$ cat config.mk
export PLATFORM = sky130hd
export DESIGN_NAME = crta_attr_logic
export DESIGN_NICKNAME = d
export VERILOG_FILES = /design/src/crta_pkg.sv /design/src/crta_attr_logic.sv
export SDC_FILE = /design/constraint.sdc
export NUM_CORES = 1
export LEC_CHECK = 0
export BUFFER_PORTS_ARGS = -buffer_cell sky130_fd_sc_hd__buf_4
export CELL_PAD_IN_SITES_DETAIL_PLACEMENT = 1
export CELL_PAD_IN_SITES_GLOBAL_PLACEMENT = 1
export CORE_AREA = 2 2 155 157
export DETAILED_ROUTE_END_ITERATION = 6
export DIE_AREA = 0 0 157 159
export PLACE_DENSITY_LB_ADDON = 0.1
export SYNTH_ARGS = -nofsm -noshare
export SYNTH_HDL_FRONTEND = slang
export SYNTH_HIERARCHICAL = 1
export SYNTH_SLANG_ARGS = --single-unit
$ cat constraint.sdc
create_clock -name i_clk_sys -period 5.77 [get_ports i_clk_sys]
set_clock_uncertainty 0.2 [all_clocks]
set_input_delay 1.4425 -clock i_clk_sys [delete_from_list [all_inputs] [get_ports i_clk_sys]]
set_output_delay 1.4425 -clock i_clk_sys [all_outputs]
set_load 0.03 [all_outputs]
$ cat src/crta_pkg.sv
// Constants, field layouts and types of the CRT attribute logic.
`default_nettype none

package crta_pkg;

  // Widths and depths.
  localparam int CRTA_NBUF    = 2;
  localparam int CRTA_CHAR_W  = 8;
  localparam int CRTA_FIFO_W  = 7;
  localparam int CRTA_FIFO_D  = 16;
  localparam int CRTA_BLINK_W = 5;

  // Character code fields: bit 7 marks an attribute, bit 6 picks the kind.
  localparam int CRTA_MARK_BIT = 7;
  localparam int CRTA_KIND_BIT = 6;
  localparam logic [3:0] CRTA_CATTR_SPECIAL = 4'hc;

  // Special control function field.
  localparam logic [1:0] CRTA_SS_EOR      = 2'h0;
  localparam logic [1:0] CRTA_SS_EOR_STOP = 2'h1;
  localparam logic [1:0] CRTA_SS_EOS      = 2'h2;
  localparam logic [1:0] CRTA_SS_EOS_STOP = 2'h3;

  // Line regions of a character row.
  localparam logic [1:0] CRTA_REG_ABOVE = 2'h0;
  localparam logic [1:0] CRTA_REG_UNDER = 2'h1;
  localparam logic [1:0] CRTA_REG_BELOW = 2'h2;

  // Field attribute bits in code order.
  typedef struct packed {
    logic       ul;
    logic       reverse_video_out;
    logic [1:0] gpa;
    logic       blink;
    logic       highlight_out;
  } crta_fattr_type;

  localparam crta_fattr_type CRTA_FATTR_RST = 6'h00;

  // Line attribute outputs for one region.
  typedef struct packed {
    logic la1;
    logic la0;
    logic video_suppress_out;
    logic light_enable_out;
  } crta_lattr_type;

  // Per code: above, underline and below nibbles, each {la1,la0,vsp,light_enable_out}.
  localparam logic [15:0][11:0] CRTA_CATTR_TBL = {
    12'h000, 12'h000, 12'h000, 12'h222, 12'h000, 12'h414, 12'h444, 12'h212,
    12'h412, 12'h484, 12'h4c4, 12'h214, 12'h4c2, 12'h482, 12'h2c4, 12'h284
  };

  typedef enum logic [1:0] {
    CRTA_SHOW,
    CRTA_ROW_OFF,
    CRTA_SCREEN_OFF
  } crta_state_type;

endpackage : crta_pkg

`default_nettype wire

$ cat src/crta_attr_logic.sv
// Attribute and special code decoding with per-buffer field attribute FIFOs.
`default_nettype none
`timescale 1ns/1ps

module crta_fifo #(
  parameter int WIDTH = 7,
  parameter int DEPTH = 16
) (
  // Clock and reset.
  input  wire logic             i_clk_sys,
  input  wire logic             i_nrst,
  input  wire logic             i_flush,
  // Filling side.
  input  wire logic             i_in_valid,
  output logic                  o_in_ready,
  input  wire logic [WIDTH-1:0] i_in_data,
  // Draining side.
  output logic                  o_out_valid,
  input  wire logic             i_out_ready,
  output logic      [WIDTH-1:0] o_out_data
);
  localparam int AW = $clog2(DEPTH);

  logic [WIDTH-1:0] mem_q [DEPTH];
  logic [AW:0]      wr_q;
  logic [AW:0]      rd_q;
  wire              full  = (wr_q[AW] != rd_q[AW]) &&
                            (wr_q[AW-1:0] == rd_q[AW-1:0]);
  wire              empty = (wr_q == rd_q);
  wire              push  = i_in_valid && !full;
  wire              pop   = i_out_ready && !empty;

  assign o_in_ready  = !full;
  assign o_out_valid = !empty;
  assign o_out_data  = mem_q[rd_q[AW-1:0]];

  always_ff @(posedge i_clk_sys or negedge i_nrst) begin
    if (!i_nrst) begin
      wr_q <= '0;
      rd_q <= '0;
    end else if (i_flush) begin
      wr_q <= '0;
      rd_q <= '0;
    end else begin
      wr_q <= push ? wr_q + 1'b1 : wr_q;
      rd_q <= pop ? rd_q + 1'b1 : rd_q;
    end
  end

  always_ff @(posedge i_clk_sys) begin
    if (push) begin
      mem_q[wr_q[AW-1:0]] <= i_in_data;
    end
  end
endmodule : crta_fifo

module crta_attr_logic
  import crta_pkg::*;
(
  // Clock and reset.
  input  wire logic                   i_clk_sys,
  input  wire logic                   i_nrst,
  // Configuration and timing.
  input  wire logic                   i_invisible_mode,
  input  wire logic                   i_vrtc,
  input  wire logic                   i_row_end,
  input  wire logic                   i_line_end,
  input  wire logic [1:0]             i_line_region,
  // DMA fill into the row buffers.
  input  wire logic                   i_fill_valid,
  output logic                        o_fill_ready,
  input  wire logic [CRTA_CHAR_W-1:0] i_fill_char,
  input  wire logic                   i_fill_buf,
  input  wire logic                   i_fill_last,
  output logic                        o_buf_wr_valid,
  output logic [CRTA_CHAR_W-1:0]      o_buf_wr_char,
  output logic                        o_buf_wr_sel,
  output logic                        o_dma_row_stop,
  output logic                        o_dma_frame_stop,
  // Display stream out of the row buffers.
  input  wire logic                   i_disp_valid,
  input  wire logic [CRTA_CHAR_W-1:0] i_disp_char,
  input  wire logic                   i_disp_buf,
  output logic [CRTA_FIFO_W-1:0]      o_char_code_out,
  output logic                        o_video_suppress_out,
  output logic                        o_highlight_out,
  output logic                        o_reverse_video_out,
  output logic                        o_light_enable_out,
  output logic [1:0]                  o_general_attr_out,
  output logic                        o_line_attr_code_bit0,
  output logic                        o_line_attr_code_bit1,
  // Status.
  input  wire logic                   i_overrun_clr,
  output logic                        o_fifo_overrun
);

  function automatic logic is_field(input logic [CRTA_CHAR_W-1:0] c);
    is_field = c[CRTA_MARK_BIT] && !c[CRTA_KIND_BIT];
  endfunction : is_field

  function automatic logic is_special(input logic [CRTA_CHAR_W-1:0] c);
    is_special = c[CRTA_MARK_BIT] && c[CRTA_KIND_BIT] &&
                 (c[5:2] == CRTA_CATTR_SPECIAL);
  endfunction : is_special

  // Fill side: one holding stage in front of the buffer and the FIFOs.
  logic                   hold_valid_q;
  logic [CRTA_CHAR_W-1:0] hold_char_q;
  logic                   hold_fifo_q;
  logic                   hold_buf_q;
  logic                   route_q;
  logic                   stop_pend_q;
  logic                   stop_frame_q;
  logic                   fill_ready_q;
  logic                   buf_wr_valid_q;
  logic [CRTA_CHAR_W-1:0] buf_wr_char_q;
  logic                   buf_wr_sel_q;
  logic                   row_stop_q;
  logic                   frame_stop_q;
  logic                   overrun_q;

  logic [CRTA_NBUF-1:0]   ff_in_valid;
  logic [CRTA_NBUF-1:0]   ff_in_ready;
  logic [CRTA_NBUF-1:0]   ff_out_valid;
  logic [CRTA_NBUF-1:0]   ff_out_ready;
  logic [CRTA_FIFO_W-1:0] ff_out_data [CRTA_NBUF];

  wire accept     = i_fill_valid && fill_ready_q;
  wire hold_stuck = hold_fifo_q && !ff_in_ready[hold_buf_q];
  wire drain      = hold_valid_q && !hold_stuck;
  wire drop       = hold_valid_q && hold_stuck;
  wire to_fifo    = route_q && i_invisible_mode;
  wire fill_spec  = is_special(i_fill_char);
  wire [1:0] fss  = i_fill_char[1:0];
  wire stop_code  = fill_spec && !to_fifo &&
                    (fss == CRTA_SS_EOR_STOP || fss == CRTA_SS_EOS_STOP);
  wire stop_now   = accept && ((stop_code && i_fill_last) || stop_pend_q);
  wire stop_frame = stop_pend_q ? stop_frame_q
                                : (fss == CRTA_SS_EOS_STOP);
  wire hold_vd    = accept || (hold_valid_q && !drain);
  wire hold_fd    = accept ? to_fifo : hold_fifo_q;
  wire ready_d    = !(hold_vd && hold_fd) && !stop_now &&
                    !(row_stop_q || frame_stop_q);

  always_ff @(posedge i_clk_sys or negedge i_nrst) begin
    if (!i_nrst) begin
      hold_valid_q <= 1'b0;
      hold_char_q  <= '0;
      hold_fifo_q  <= 1'b0;
      hold_buf_q   <= 1'b0;
      fill_ready_q <= 1'b0;
    end else begin
      hold_valid_q <= hold_vd;
      hold_fifo_q  <= hold_fd;
      fill_ready_q <= ready_d && !i_vrtc;
      if (accept) begin
        hold_char_q <= i_fill_char;
        hold_buf_q  <= i_fill_buf;
      end
    end
  end

  always_ff @(posedge i_clk_sys or negedge i_nrst) begin
    if (!i_nrst) begin
      route_q <= 1'b0;
    end else if (i_vrtc) begin
      route_q <= 1'b0;
    end else if (accept) begin
      route_q <= !to_fifo && is_field(i_fill_char) && i_invisible_mode;
    end
  end

  // A stop code that is not the last character waits for one more fetch.
  always_ff @(posedge i_clk_sys or negedge i_nrst) begin
    if (!i_nrst) begin
      stop_pend_q  <= 1'b0;
      stop_frame_q <= 1'b0;
      row_stop_q   <= 1'b0;
      frame_stop_q <= 1'b0;
    end else if (i_vrtc) begin
      stop_pend_q  <= 1'b0;
      stop_frame_q <= 1'b0;
      row_stop_q   <= 1'b0;
      frame_stop_q <= 1'b0;
    end else begin
      if (accept && stop_code && !i_fill_last) begin
        stop_pend_q  <= 1'b1;
        stop_frame_q <= (fss == CRTA_SS_EOS_STOP);
      end else if (stop_now) begin
        stop_pend_q  <= 1'b0;
      end
      if (stop_now && !stop_frame) begin
        row_stop_q <= 1'b1;
      end else if (i_row_end) begin
        row_stop_q <= 1'b0;
      end
      if (stop_now && stop_frame) begin
        frame_stop_q <= 1'b1;
      end
    end
  end

  always_ff @(posedge i_clk_sys or negedge i_nrst) begin
    if (!i_nrst) begin
      buf_wr_valid_q <= 1'b0;
      buf_wr_char_q  <= '0;
      buf_wr_sel_q   <= 1'b0;
    end else begin
      buf_wr_valid_q <= drain && !hold_fifo_q;
      buf_wr_char_q  <= hold_char_q;
      buf_wr_sel_q   <= hold_buf_q;
    end
  end

  // Overrun is sticky; a new loss wins over a clear in the same cycle.
  always_ff @(posedge i_clk_sys or negedge i_nrst) begin
    if (!i_nrst) begin
      overrun_q <= 1'b0;
    end else begin
      overrun_q <= drop || (overrun_q && !i_overrun_clr);
    end
  end

  // Display side.
  crta_state_type         state_q;
  crta_state_type         state_d;
  crta_fattr_type         fattr_q;
  crta_fattr_type         fattr_d;
  logic                   vrtc_q;
  logic [CRTA_BLINK_W-1:0] frame_cnt_q;

  wire [CRTA_CHAR_W-1:0] c       = i_disp_char;
  wire                   d_field = i_disp_valid && is_field(c);
  wire                   d_spec  = i_disp_valid && is_special(c);
  wire                   d_cattr = i_disp_valid && c[CRTA_MARK_BIT] &&
                                   c[CRTA_KIND_BIT] && !is_special(c);
  wire                   d_eos   = d_spec && c[1];
  wire                   showing = (state_q == CRTA_SHOW);
  wire                   blink_ph = frame_cnt_q[CRTA_BLINK_W-1];
  wire                   pop_disp = d_field && showing && i_invisible_mode;
  wire crta_fattr_type   new_fa  = c[5:0];
  wire [11:0]            tbl_row = CRTA_CATTR_TBL[c[5:2]];
  wire crta_lattr_type   lat     =
    (i_line_region == CRTA_REG_ABOVE) ? tbl_row[11:8] :
    (i_line_region == CRTA_REG_UNDER) ? tbl_row[7:4]  :
    (i_line_region == CRTA_REG_BELOW) ? tbl_row[3:0]  : 4'h0;

  // Blink of the field applies to reversed characters when both are set.
  function automatic logic [1:0] fa_blink(input crta_fattr_type f,
                                          input logic ph);
    fa_blink = {f.blink && f.reverse_video_out && ph, f.blink && !f.reverse_video_out && ph};
  endfunction : fa_blink

  always_comb begin
    state_d = state_q;
    if (d_spec && showing) begin
      state_d = c[1] ? CRTA_SCREEN_OFF : CRTA_ROW_OFF;
    end else if (d_eos && state_q == CRTA_ROW_OFF) begin
      state_d = CRTA_SCREEN_OFF;
    end else if (i_line_end && state_q == CRTA_ROW_OFF) begin
      state_d = CRTA_SHOW;
    end
  end

  assign fattr_d = (d_field && showing) ? new_fa : fattr_q;

  generate
    for (genvar b = 0; b < CRTA_NBUF; b++) begin : g_fifo
      assign ff_in_valid[b]  = hold_valid_q && hold_fifo_q &&
                               (hold_buf_q == b);
      assign ff_out_ready[b] = (pop_disp && (i_disp_buf == b)) ||
                               (drop && (hold_buf_q == b));
      crta_fifo #(
        .WIDTH (CRTA_FIFO_W),
        .DEPTH (CRTA_FIFO_D)
      ) u_fifo (
        .i_clk_sys   (i_clk_sys),
        .i_nrst      (i_nrst),
        .i_flush     (i_vrtc),
        .i_in_valid  (ff_in_valid[b]),
        .o_in_ready  (ff_in_ready[b]),
        .i_in_data   (hold_char_q[CRTA_FIFO_W-1:0]),
        .o_out_valid (ff_out_valid[b]),
        .i_out_ready (ff_out_ready[b]),
        .o_out_data  (ff_out_data[b])
      );
    end
  endgenerate

  // Output selection.
  logic [CRTA_FIFO_W-1:0] cc_d;
  logic                   vsp_d;
  logic                   highlight_out_d;
  logic                   rvv_d;
  logic                   light_enable_out_d;
  logic [1:0]             gpa_d;
  logic                   la0_d;
  logic                   la1_d;
  logic [1:0]             bl;

  always_comb begin
    bl     = fa_blink(fattr_q, blink_ph);
    cc_d   = c[CRTA_FIFO_W-1:0];
    vsp_d  = bl[0];
    highlight_out_d = fattr_q.highlight_out;
    rvv_d  = fattr_q.reverse_video_out && !bl[1];
    light_enable_out_d = fattr_q.ul;
    gpa_d  = fattr_q.gpa;
    la0_d  = 1'b0;
    la1_d  = 1'b0;
    if (!i_disp_valid || !showing || d_spec) begin
      vsp_d  = 1'b1;
      highlight_out_d = 1'b0;
      rvv_d  = 1'b0;
      light_enable_out_d = 1'b0;
      gpa_d  = 2'h0;
    end else if (d_field && i_invisible_mode) begin
      bl     = fa_blink(new_fa, blink_ph);
      cc_d   = ff_out_valid[i_disp_buf] ? ff_out_data[i_disp_buf]
                                        : '0;
      vsp_d  = bl[0];
      highlight_out_d = new_fa.highlight_out;
      rvv_d  = new_fa.reverse_video_out && !bl[1];
      light_enable_out_d = new_fa.ul;
      gpa_d  = new_fa.gpa;
    end else if (d_field) begin
      vsp_d  = 1'b1;
    end else if (d_cattr) begin
      la1_d  = lat.la1;
      la0_d  = lat.la0;
      vsp_d  = lat.video_suppress_out || (c[1] && blink_ph);
      highlight_out_d = c[0];
      light_enable_out_d = lat.light_enable_out;
      rvv_d  = fattr_q.reverse_video_out;
      gpa_d  = fattr_q.gpa;
    end
  end

  always_ff @(posedge i_clk_sys or negedge i_nrst) begin
    if (!i_nrst) begin
      state_q <= CRTA_SHOW;
      fattr_q <= CRTA_FATTR_RST;
    end else if (i_vrtc) begin
      state_q <= CRTA_SHOW;
      fattr_q <= CRTA_FATTR_RST;
    end else begin
      state_q <= state_d;
      fattr_q <= fattr_d;
    end
  end

  // Frame counter paced by the start of each vertical retrace.
  always_ff @(posedge i_clk_sys or negedge i_nrst) begin
    if (!i_nrst) begin
      vrtc_q      <= 1'b0;
      frame_cnt_q <= '0;
    end else begin
      vrtc_q      <= i_vrtc;
      frame_cnt_q <= (i_vrtc && !vrtc_q) ? frame_cnt_q + 1'b1
                                          : frame_cnt_q;
    end
  end

  always_ff @(posedge i_clk_sys or negedge i_nrst) begin
    if (!i_nrst) begin
      o_char_code_out       <= '0;
      o_video_suppress_out  <= 1'b1;
      o_highlight_out       <= 1'b0;
      o_reverse_video_out   <= 1'b0;
      o_light_enable_out    <= 1'b0;
      o_general_attr_out    <= 2'h0;
      o_line_attr_code_bit0 <= 1'b0;
      o_line_attr_code_bit1 <= 1'b0;
    end else begin
      o_char_code_out       <= cc_d;
      o_video_suppress_out  <= vsp_d;
      o_highlight_out       <= highlight_out_d;
      o_reverse_video_out   <= rvv_d;
      o_light_enable_out    <= light_enable_out_d;
      o_general_attr_out    <= gpa_d;
      o_line_attr_code_bit0 <= la0_d;
      o_line_attr_code_bit1 <= la1_d;
    end
  end

  assign o_fill_ready     = fill_ready_q;
  assign o_buf_wr_valid   = buf_wr_valid_q;
  assign o_buf_wr_char    = buf_wr_char_q;
  assign o_buf_wr_sel     = buf_wr_sel_q;
  assign o_dma_row_stop   = row_stop_q;
  assign o_dma_frame_stop = frame_stop_q;
  assign o_fifo_overrun   = overrun_q;

endmodule : crta_attr_logic

`default_nettype wire

; Word-level counts from Yosys, hierarchy flattened
; Memories as Yosys holds them, arrays and structs flattened.
; Cells that the tools add are included.
[op_classes]
add_sub_neg = 5
order_cmp = 4
eq_ne = 13
n_mux = 73
bitwise = 3
reduce_logical = 114
[op_table]
columns = operator, count
row1 = $logic_and A1 B1 Y1, 65
row2 = $mux W1, 46
row3 = $mux W7, 6
row4 = $mux W5, 8
row5 = $logic_not A1 Y1, 26
row6 = $add A5 B1 Y5 const B, 5
row7 = $reduce_bool A2 Y1, 8
row8 = $mux W2, 7
row9 = $mux W12, 1
row10 = $mux W4, 3
row11 = $mux W6, 2
row12 = $eq A5 B5 Y1, 2
row13 = $logic_or A1 B1 Y1, 10
row14 = $eq A4 B4 Y1, 2
row15 = $eq A4 B4 Y1 const B, 2
row16 = $eq A2 B1 Y1 const B, 3
row17 = $reduce_bool A3 Y1, 2
row18 = $lt A4 B5 Y1 const B, 1
row19 = $eq A2 B2 Y1 const B, 2
row20 = $logic_not A2 Y1, 2
row21 = $lt A1 B2 Y1 const B, 2
row22 = $reduce_bool A4 Y1, 1
row23 = $ge A2 B2 Y1 const B, 1
row24 = $ne A1 B1 Y1, 2
row25 = 2 further kinds, 3
[word_totals]
regBits = 77
mem_bits_rw = 224
rom_bits = 192
input_bits = 30
out_inout_bits = 29
wordCells = 249
mem_count = 3
[mem_list]
columns = name, depth, width, read_ports, rd_ports_with_merged_regs, wr, line_no
row1 = (name not given), 16, 12, 1, 0, 0, crta_attr_logic.sv:242  ; wire [11:0] tbl_row = CRTA_CATTR_TBL[c[5:2]];
row2 = g_fifo[0].u_fifo.mem_q, 16, 7, 1, 0, 1, crta_attr_logic.sv:24  ; logic [WIDTH-1:0] mem_q [DEPTH];
row3 = g_fifo[1].u_fifo.mem_q, 16, 7, 1, 0, 1, crta_attr_logic.sv:24

; Depth between registers and ports, before layout
[depth]
word_depth = 17
ltp_mapped = 10
depth_no_buf = 9

; By module
; Netlist, hierarchy kept.
[by_module_without_submodules]
columns = mod, instances, cells_per_inst, area_per_inst_um2, seq_area_each_um2
row1 = crta_fifo, 2, 300, 5131.2, 3613.5
row2 = crta_attr_logic, 1, 246, 2670.1, 1427.6

; Worst setup path before layout
; No wires, ideal clock.
[synth_timing]
kind = in2reg
from = in i_disp_char[2]
to = reg g_fifo[1].u_fifo.rd_q[4]
t_arrival_ps = 3037
required_ps = 5445
setup_slack_ps = 2409
path_stages = 10
path_buffers = 1
cell_sequence = inv_1 ha_1 nand3_2 o211ai_2 buf_6 nor2_2 a22o_1 nand4_1 a21oi_1 mux2_2
[synth_rtl]
columns = item, line_no
row1 = from (decl), crta_attr_logic.sv:82  ; input wire logic [CRTA_CHAR_W-1:0] i_disp_char,
row2 = to (signal assigned), crta_attr_logic.sv:46  ; rd_q <= pop ? rd_q + 1'b1 : rd_q;
row3 = to (decl), crta_attr_logic.sv:26  ; logic [AW:0] rd_q;

; Worst setup path after layout
[layout_timing]
from = reg g_fifo[0].u_fifo.rd_q[1]
to = reg g_fifo[0].u_fifo.rd_q[3]
[layout_between]
elab_chain_cells = 12
elab_cells_between_ends = 17
[layout_lines]
columns = item, line_no
row1 = from (decl), crta_attr_logic.sv:26
row2 = from (signal assigned), crta_attr_logic.sv:46
row3 = $eq A4 B4 Y1, crta_attr_logic.sv:28  ; (wr_q[AW-1:0] == rd_q[AW-1:0]);
row4 = $logic_and A1 B1 Y1, crta_attr_logic.sv:27  ; wire full = (wr_q[AW] != rd_q[AW]) &&
row5 = $logic_not A1 Y1, crta_attr_logic.sv:33  ; assign o_in_ready = !full;
row6 = net ff_in_ready[0], crta_attr_logic.sv:123  ; logic [CRTA_NBUF-1:0] ff_in_ready;
row7 = $mux W1 (implied by the code) (2 in a row), crta_attr_logic.sv:129  ; wire hold_stuck = hold_fifo_q && !ff_in_ready[hold_buf_q];
row8 = $logic_not A1 Y1, crta_attr_logic.sv:129
row9 = $logic_and A1 B1 Y1, crta_attr_logic.sv:129
row10 = $logic_and A1 B1 Y1, crta_attr_logic.sv:131  ; wire drop = hold_valid_q && hold_stuck;
row11 = $logic_and A1 B1 Y1, crta_attr_logic.sv:272  ; (drop && (hold_buf_q == b));
row12 = $logic_or A1 B1 Y1, crta_attr_logic.sv:271  ; assign ff_out_ready[b] = (pop_disp && (i_disp_buf == b)) ||
row13 = net ff_out_ready[0], crta_attr_logic.sv:125  ; logic [CRTA_NBUF-1:0] ff_out_ready;
row14 = $logic_and A1 B1 Y1, crta_attr_logic.sv:31  ; wire pop = i_out_ready && !empty;
row15 = $reduce_bool A2 Y1 (no source line), --
; The timed path passes the listed nets, and every way through them passes these cells. The select of a mux whose other input is x is not followed.
; A chain may end at the register's enable or synchronous reset.

==> out/metrics.csv <==
metric,value,unit
status,completed,
Mapped Area,12900,um^2
grt met1 use,0.343,
Compound-Gate Fraction of Synth Area,0.0758,
Clock Path Buffers,3,
post-route insts no fill,1245,
post-CTS sizing,0,
Worst Path Max Fanout,19,
clock latency on the worst-skew pair,0.57,ns
crit-path max cell delay,0.87,ns
FP Rows,56,
Worst Reg2Reg Path Length in Cells,8,
diodes inserted,0,
PwrDens,324,nW/um^2
count of final hold-check violations,0,
worst-margin pin slew,1.28,ns
ys flop type,edfxtp_1,
crit path cell chain,xnor2_1 -> and4_1 -> nand2_1 -> or3_1 -> o31ai_1 -> nand3_1 -> a21oi_1 -> mux2_2,
slowest cell on the critical path,dfrtp_1,
"Setup violations, final",0,
WHS Path Cells,0,
die footprint,25000,um^2
CTS tree,done,
via count,7538,
total CTS buffers,31,
first-pass GRT wire length,47.8,mm
Initial Utilization,0.558,
Max Slew Vio Count,0,
clock sinks,301,
Hold Buf Count CTS,0,
mux share of post-synthesis cell area,0.125,
H-tree depth,1,
CP Capture Type,flip-flop,
post-synthesis xor/xnor area fraction,0.0108,
min cycle time layout,3.41,ns
grt peak-use layer,met2,
CP bufs+invs,0,
fillers,2100,
PortBufs,58,
RSZ-0062 raised after global routing,no,
GRT Total Usage,0.252,
Post-CTS Setup Bufs,0,
GR Layer Usage met3,0.0357,
Worst path depth,8,
Hold/Removal Path Class,reg2reg,
DRT iter0 DRCs,463,
Synth Area in Adders,0.0155,
Crit path arrival time,3.66,ns
clock-pin slew on the worst setup and hold paths,0.06,ns
Layout Nets,950,
router iterations before antenna repair,4,
P&R area growth vs syn,12.8,%
RePlAce Congestion,0.877,
Post-Syn Nets,892,
ratio of cells with drive above 1 in the final layout,0.195,
largest family of logic cells by synthesized area,multiplexers,
Placed Cells,1190,
Lkg Pwr,5.23,nW
register area share after synthesis,0.669,
Yosys cell types,63,
IO Pins,59,
post-route ant nets,0,
initial antenna violation count,0,
final worst path period share,0.591,
Die X,157,um
Final HPWL DP,20.3,mm
Post-synth EDFFs,224,
WS Path Type,reg2reg,
number of global-route vias before repair,8120,
Syn Area/Cell,15.3,um^2
Yosys reg bits,301,
Critical Path RT,6.02,ns
highest clock rate,293,MHz
fin util,0.629,
MaxCap Viol Count,0,
Hold Slack,0.175,ns
Post-Route WL,30.8,mm
setup TNS,0,ns
Mapped Cells,846,
Post-synth ARST share,0.256,
DRC errors left,0,
yosys warns,6,
CORE AREA,23200,um^2
wire per inst,24.8,um
simple-gate share of the synthesized area,0.0791,
die height,159,um
"delay-heaviest family, CP",simple AND/OR/NAND/NOR gates,
Peak VDD IR,0.309,mV
clock tree root buffer cell,clkbuf_16,
CP Launch Type,flip-flop,
vias per cell,6.05,
met2 usage,0.423,
Rel. slew slack,0.147,
GRT overflow,0,
largest net degree at the start of global routing,78,
==> per-stage QoR <==
| stage | worst slack, ns | total power [mW] | cell area (um^2) |
|---|---|---|---|
| floorplan | 2.41 | 2.64 | 12900 |
| global route | 2.11 | 4.86 | 14600 |
| detailed placement | 1.85 | 2.78 | 13600 |
| global placement | 1.98 | 2.77 | 13600 |
| CTS | 2.36 | 4.76 | 14600 |
| finish | 2.36 | 4.73 | 14600 |
==> worst paths after layout <==
| kind | slack (ns) | end | startpoint |
|---|---|---|---|
| max | 2.36 | g_fifo[0].u_fifo/rd_q[3]$_DFFE_PN0P_ | g_fifo[0].u_fifo/rd_q[1]$_DFFE_PN0P_ |
| min | 0.18 | o_buf_wr_char[7]$_DFF_PN0_ | hold_char_q[7]$_DFFE_PN0P_ |
| max reg2reg | 2.36 | g_fifo[0].u_fifo/rd_q[3]$_DFFE_PN0P_ | g_fifo[0].u_fifo/rd_q[1]$_DFFE_PN0P_ |
| min reg2reg | 0.18 | o_buf_wr_char[7]$_DFF_PN0_ | hold_char_q[7]$_DFFE_PN0P_ |
| max in group asynchronous | 3.84 | g_fifo[1].u_fifo/rd_q[0]$_DFFE_PN0P_ | i_nrst |
| min in group asynchronous | 0.83 | hold_char_q[0]$_DFFE_PN0P_ | i_nrst |
==> cell families (layout without fill, tap and decap cells) <==
| family | Yosys count | after routing |
|---|---|---|
| muxes | 123 | 123 |
| DFF | 301 | 301 |
| adders and majority gates | 16 | 16 |
| and+or+nand+nor | 197 | 197 |
| xor gates and xnor gates | 16 | 16 |
| buffers and inverters | 58 | 138 |
| AOI/OAI and AO/OA | 135 | 135 |
==> cell usage in the layout, fill, tap and decap left out, drive strengths merged, types with 4 or more instances in the layout <==
| cell | instances |
|---|---|
| edfxtp | 224 |
| dfrtp | 76 |
| mux2i | 70 |
| buf | 65 |
| nand2 | 56 |
| nor2 | 35 |
| and3 | 33 |
| clkbuf | 33 |
| a221oi | 28 |
| mux4 | 28 |
| a21oi | 28 |
| o21ai | 27 |
| mux2 | 25 |
| inv | 20 |
| nand3 | 17 |
| nor2b | 16 |
| ha | 16 |
| a22oi | 15 |
| clkinv | 15 |
| xnor2 | 13 |
| nand4 | 7 |
| and2 | 7 |
| nor3 | 6 |
| o211ai | 6 |
| bufinv | 4 |
| a21boi | 4 |
==> Yosys cell counts, drive strengths merged, types with 2 or more instances <==
cell       n  area [um^2]
a211o      2         17.5
a211oi     2         15.0
a21boi     4         60.1
a21oi     28          148
a221oi    28          245
a22oi     15          113
a41o       2         20.0
a41oi      2         17.5
and2       7         43.8
and3      33          206
and3b      2         17.5
and4       3         26.3
buf       27          205
clkbuf    13         48.8
dfrtp     76         1900
edfxtp   224         6730
ha        16          200
inv       18         67.6
mux2      25          282
mux2i     70          701
mux4      28          631
nand2     56          218
nand2b     3         18.8
nand3     17         90.1
nand4      7         43.8
nor2      35          141
nor2b     16          100
nor3       6         30.0
nor3b      2         15.0
nor4b      2         17.5
o2111ai    3         26.3
o211ai     6         50.1
o21ai     27          135
o22ai      2         12.5
o31ai      3         22.5
or3        3         18.8
or4        3         22.5
xnor2     13          114
xor2       3         26.3
==> where the power goes <==
group	switching (mW)	total, mW	internal [mW]
Sequential	0.0677	2.50	2.43
Clock	0.826	1.99	1.16
Combinational	0.163	0.243	0.0805
==> area by class of cell <==
class                      count  area [um^2]  share of cell area
multi-input combinational    487         3960               0.271
tap                          319          399              0.0274
sequential                   301         8660               0.594
timing repair buffer          65          488              0.0335
clock inverter                22          231              0.0159
inverter                      18         67.6             0.00463
clock buffer                  33          783              0.0537
==> flip-flops by register name, indices dropped and copies added (netlist names), 2 cells and up <==
register and count:
fattr_q 6, frame_cnt_q 5, g_fifo.u_fifo/mem_q 224, g_fifo.u_fifo/rd_q 10, g_fifo.u_fifo/wr_q 10, hold_char_q 8, o_buf_wr_char 8, o_char_code_out 7
o_general_attr_out 2, state_q 2
==> layer usage <==
| layer | vias up | part of all wire |
|---|---|---|
| li1 | 3406 | - |
| met1 | 3873 | 0.43 |
| met2 | 201 | 0.50 |
| met3 | 58 | 0.044 |
| met4 | 0 | 0.026 |
| met5 | - | 0 |
==> worst register-to-register path, delay by kind of cell, from the launching register on <==
kind	cells	cell delay, ns
compound gates	2	0.38
xor+xnor	1	0.22
simple gates	4	1.28
flops	1	0.87
mux	1	0.35
(Power assumes the default switching activity.)
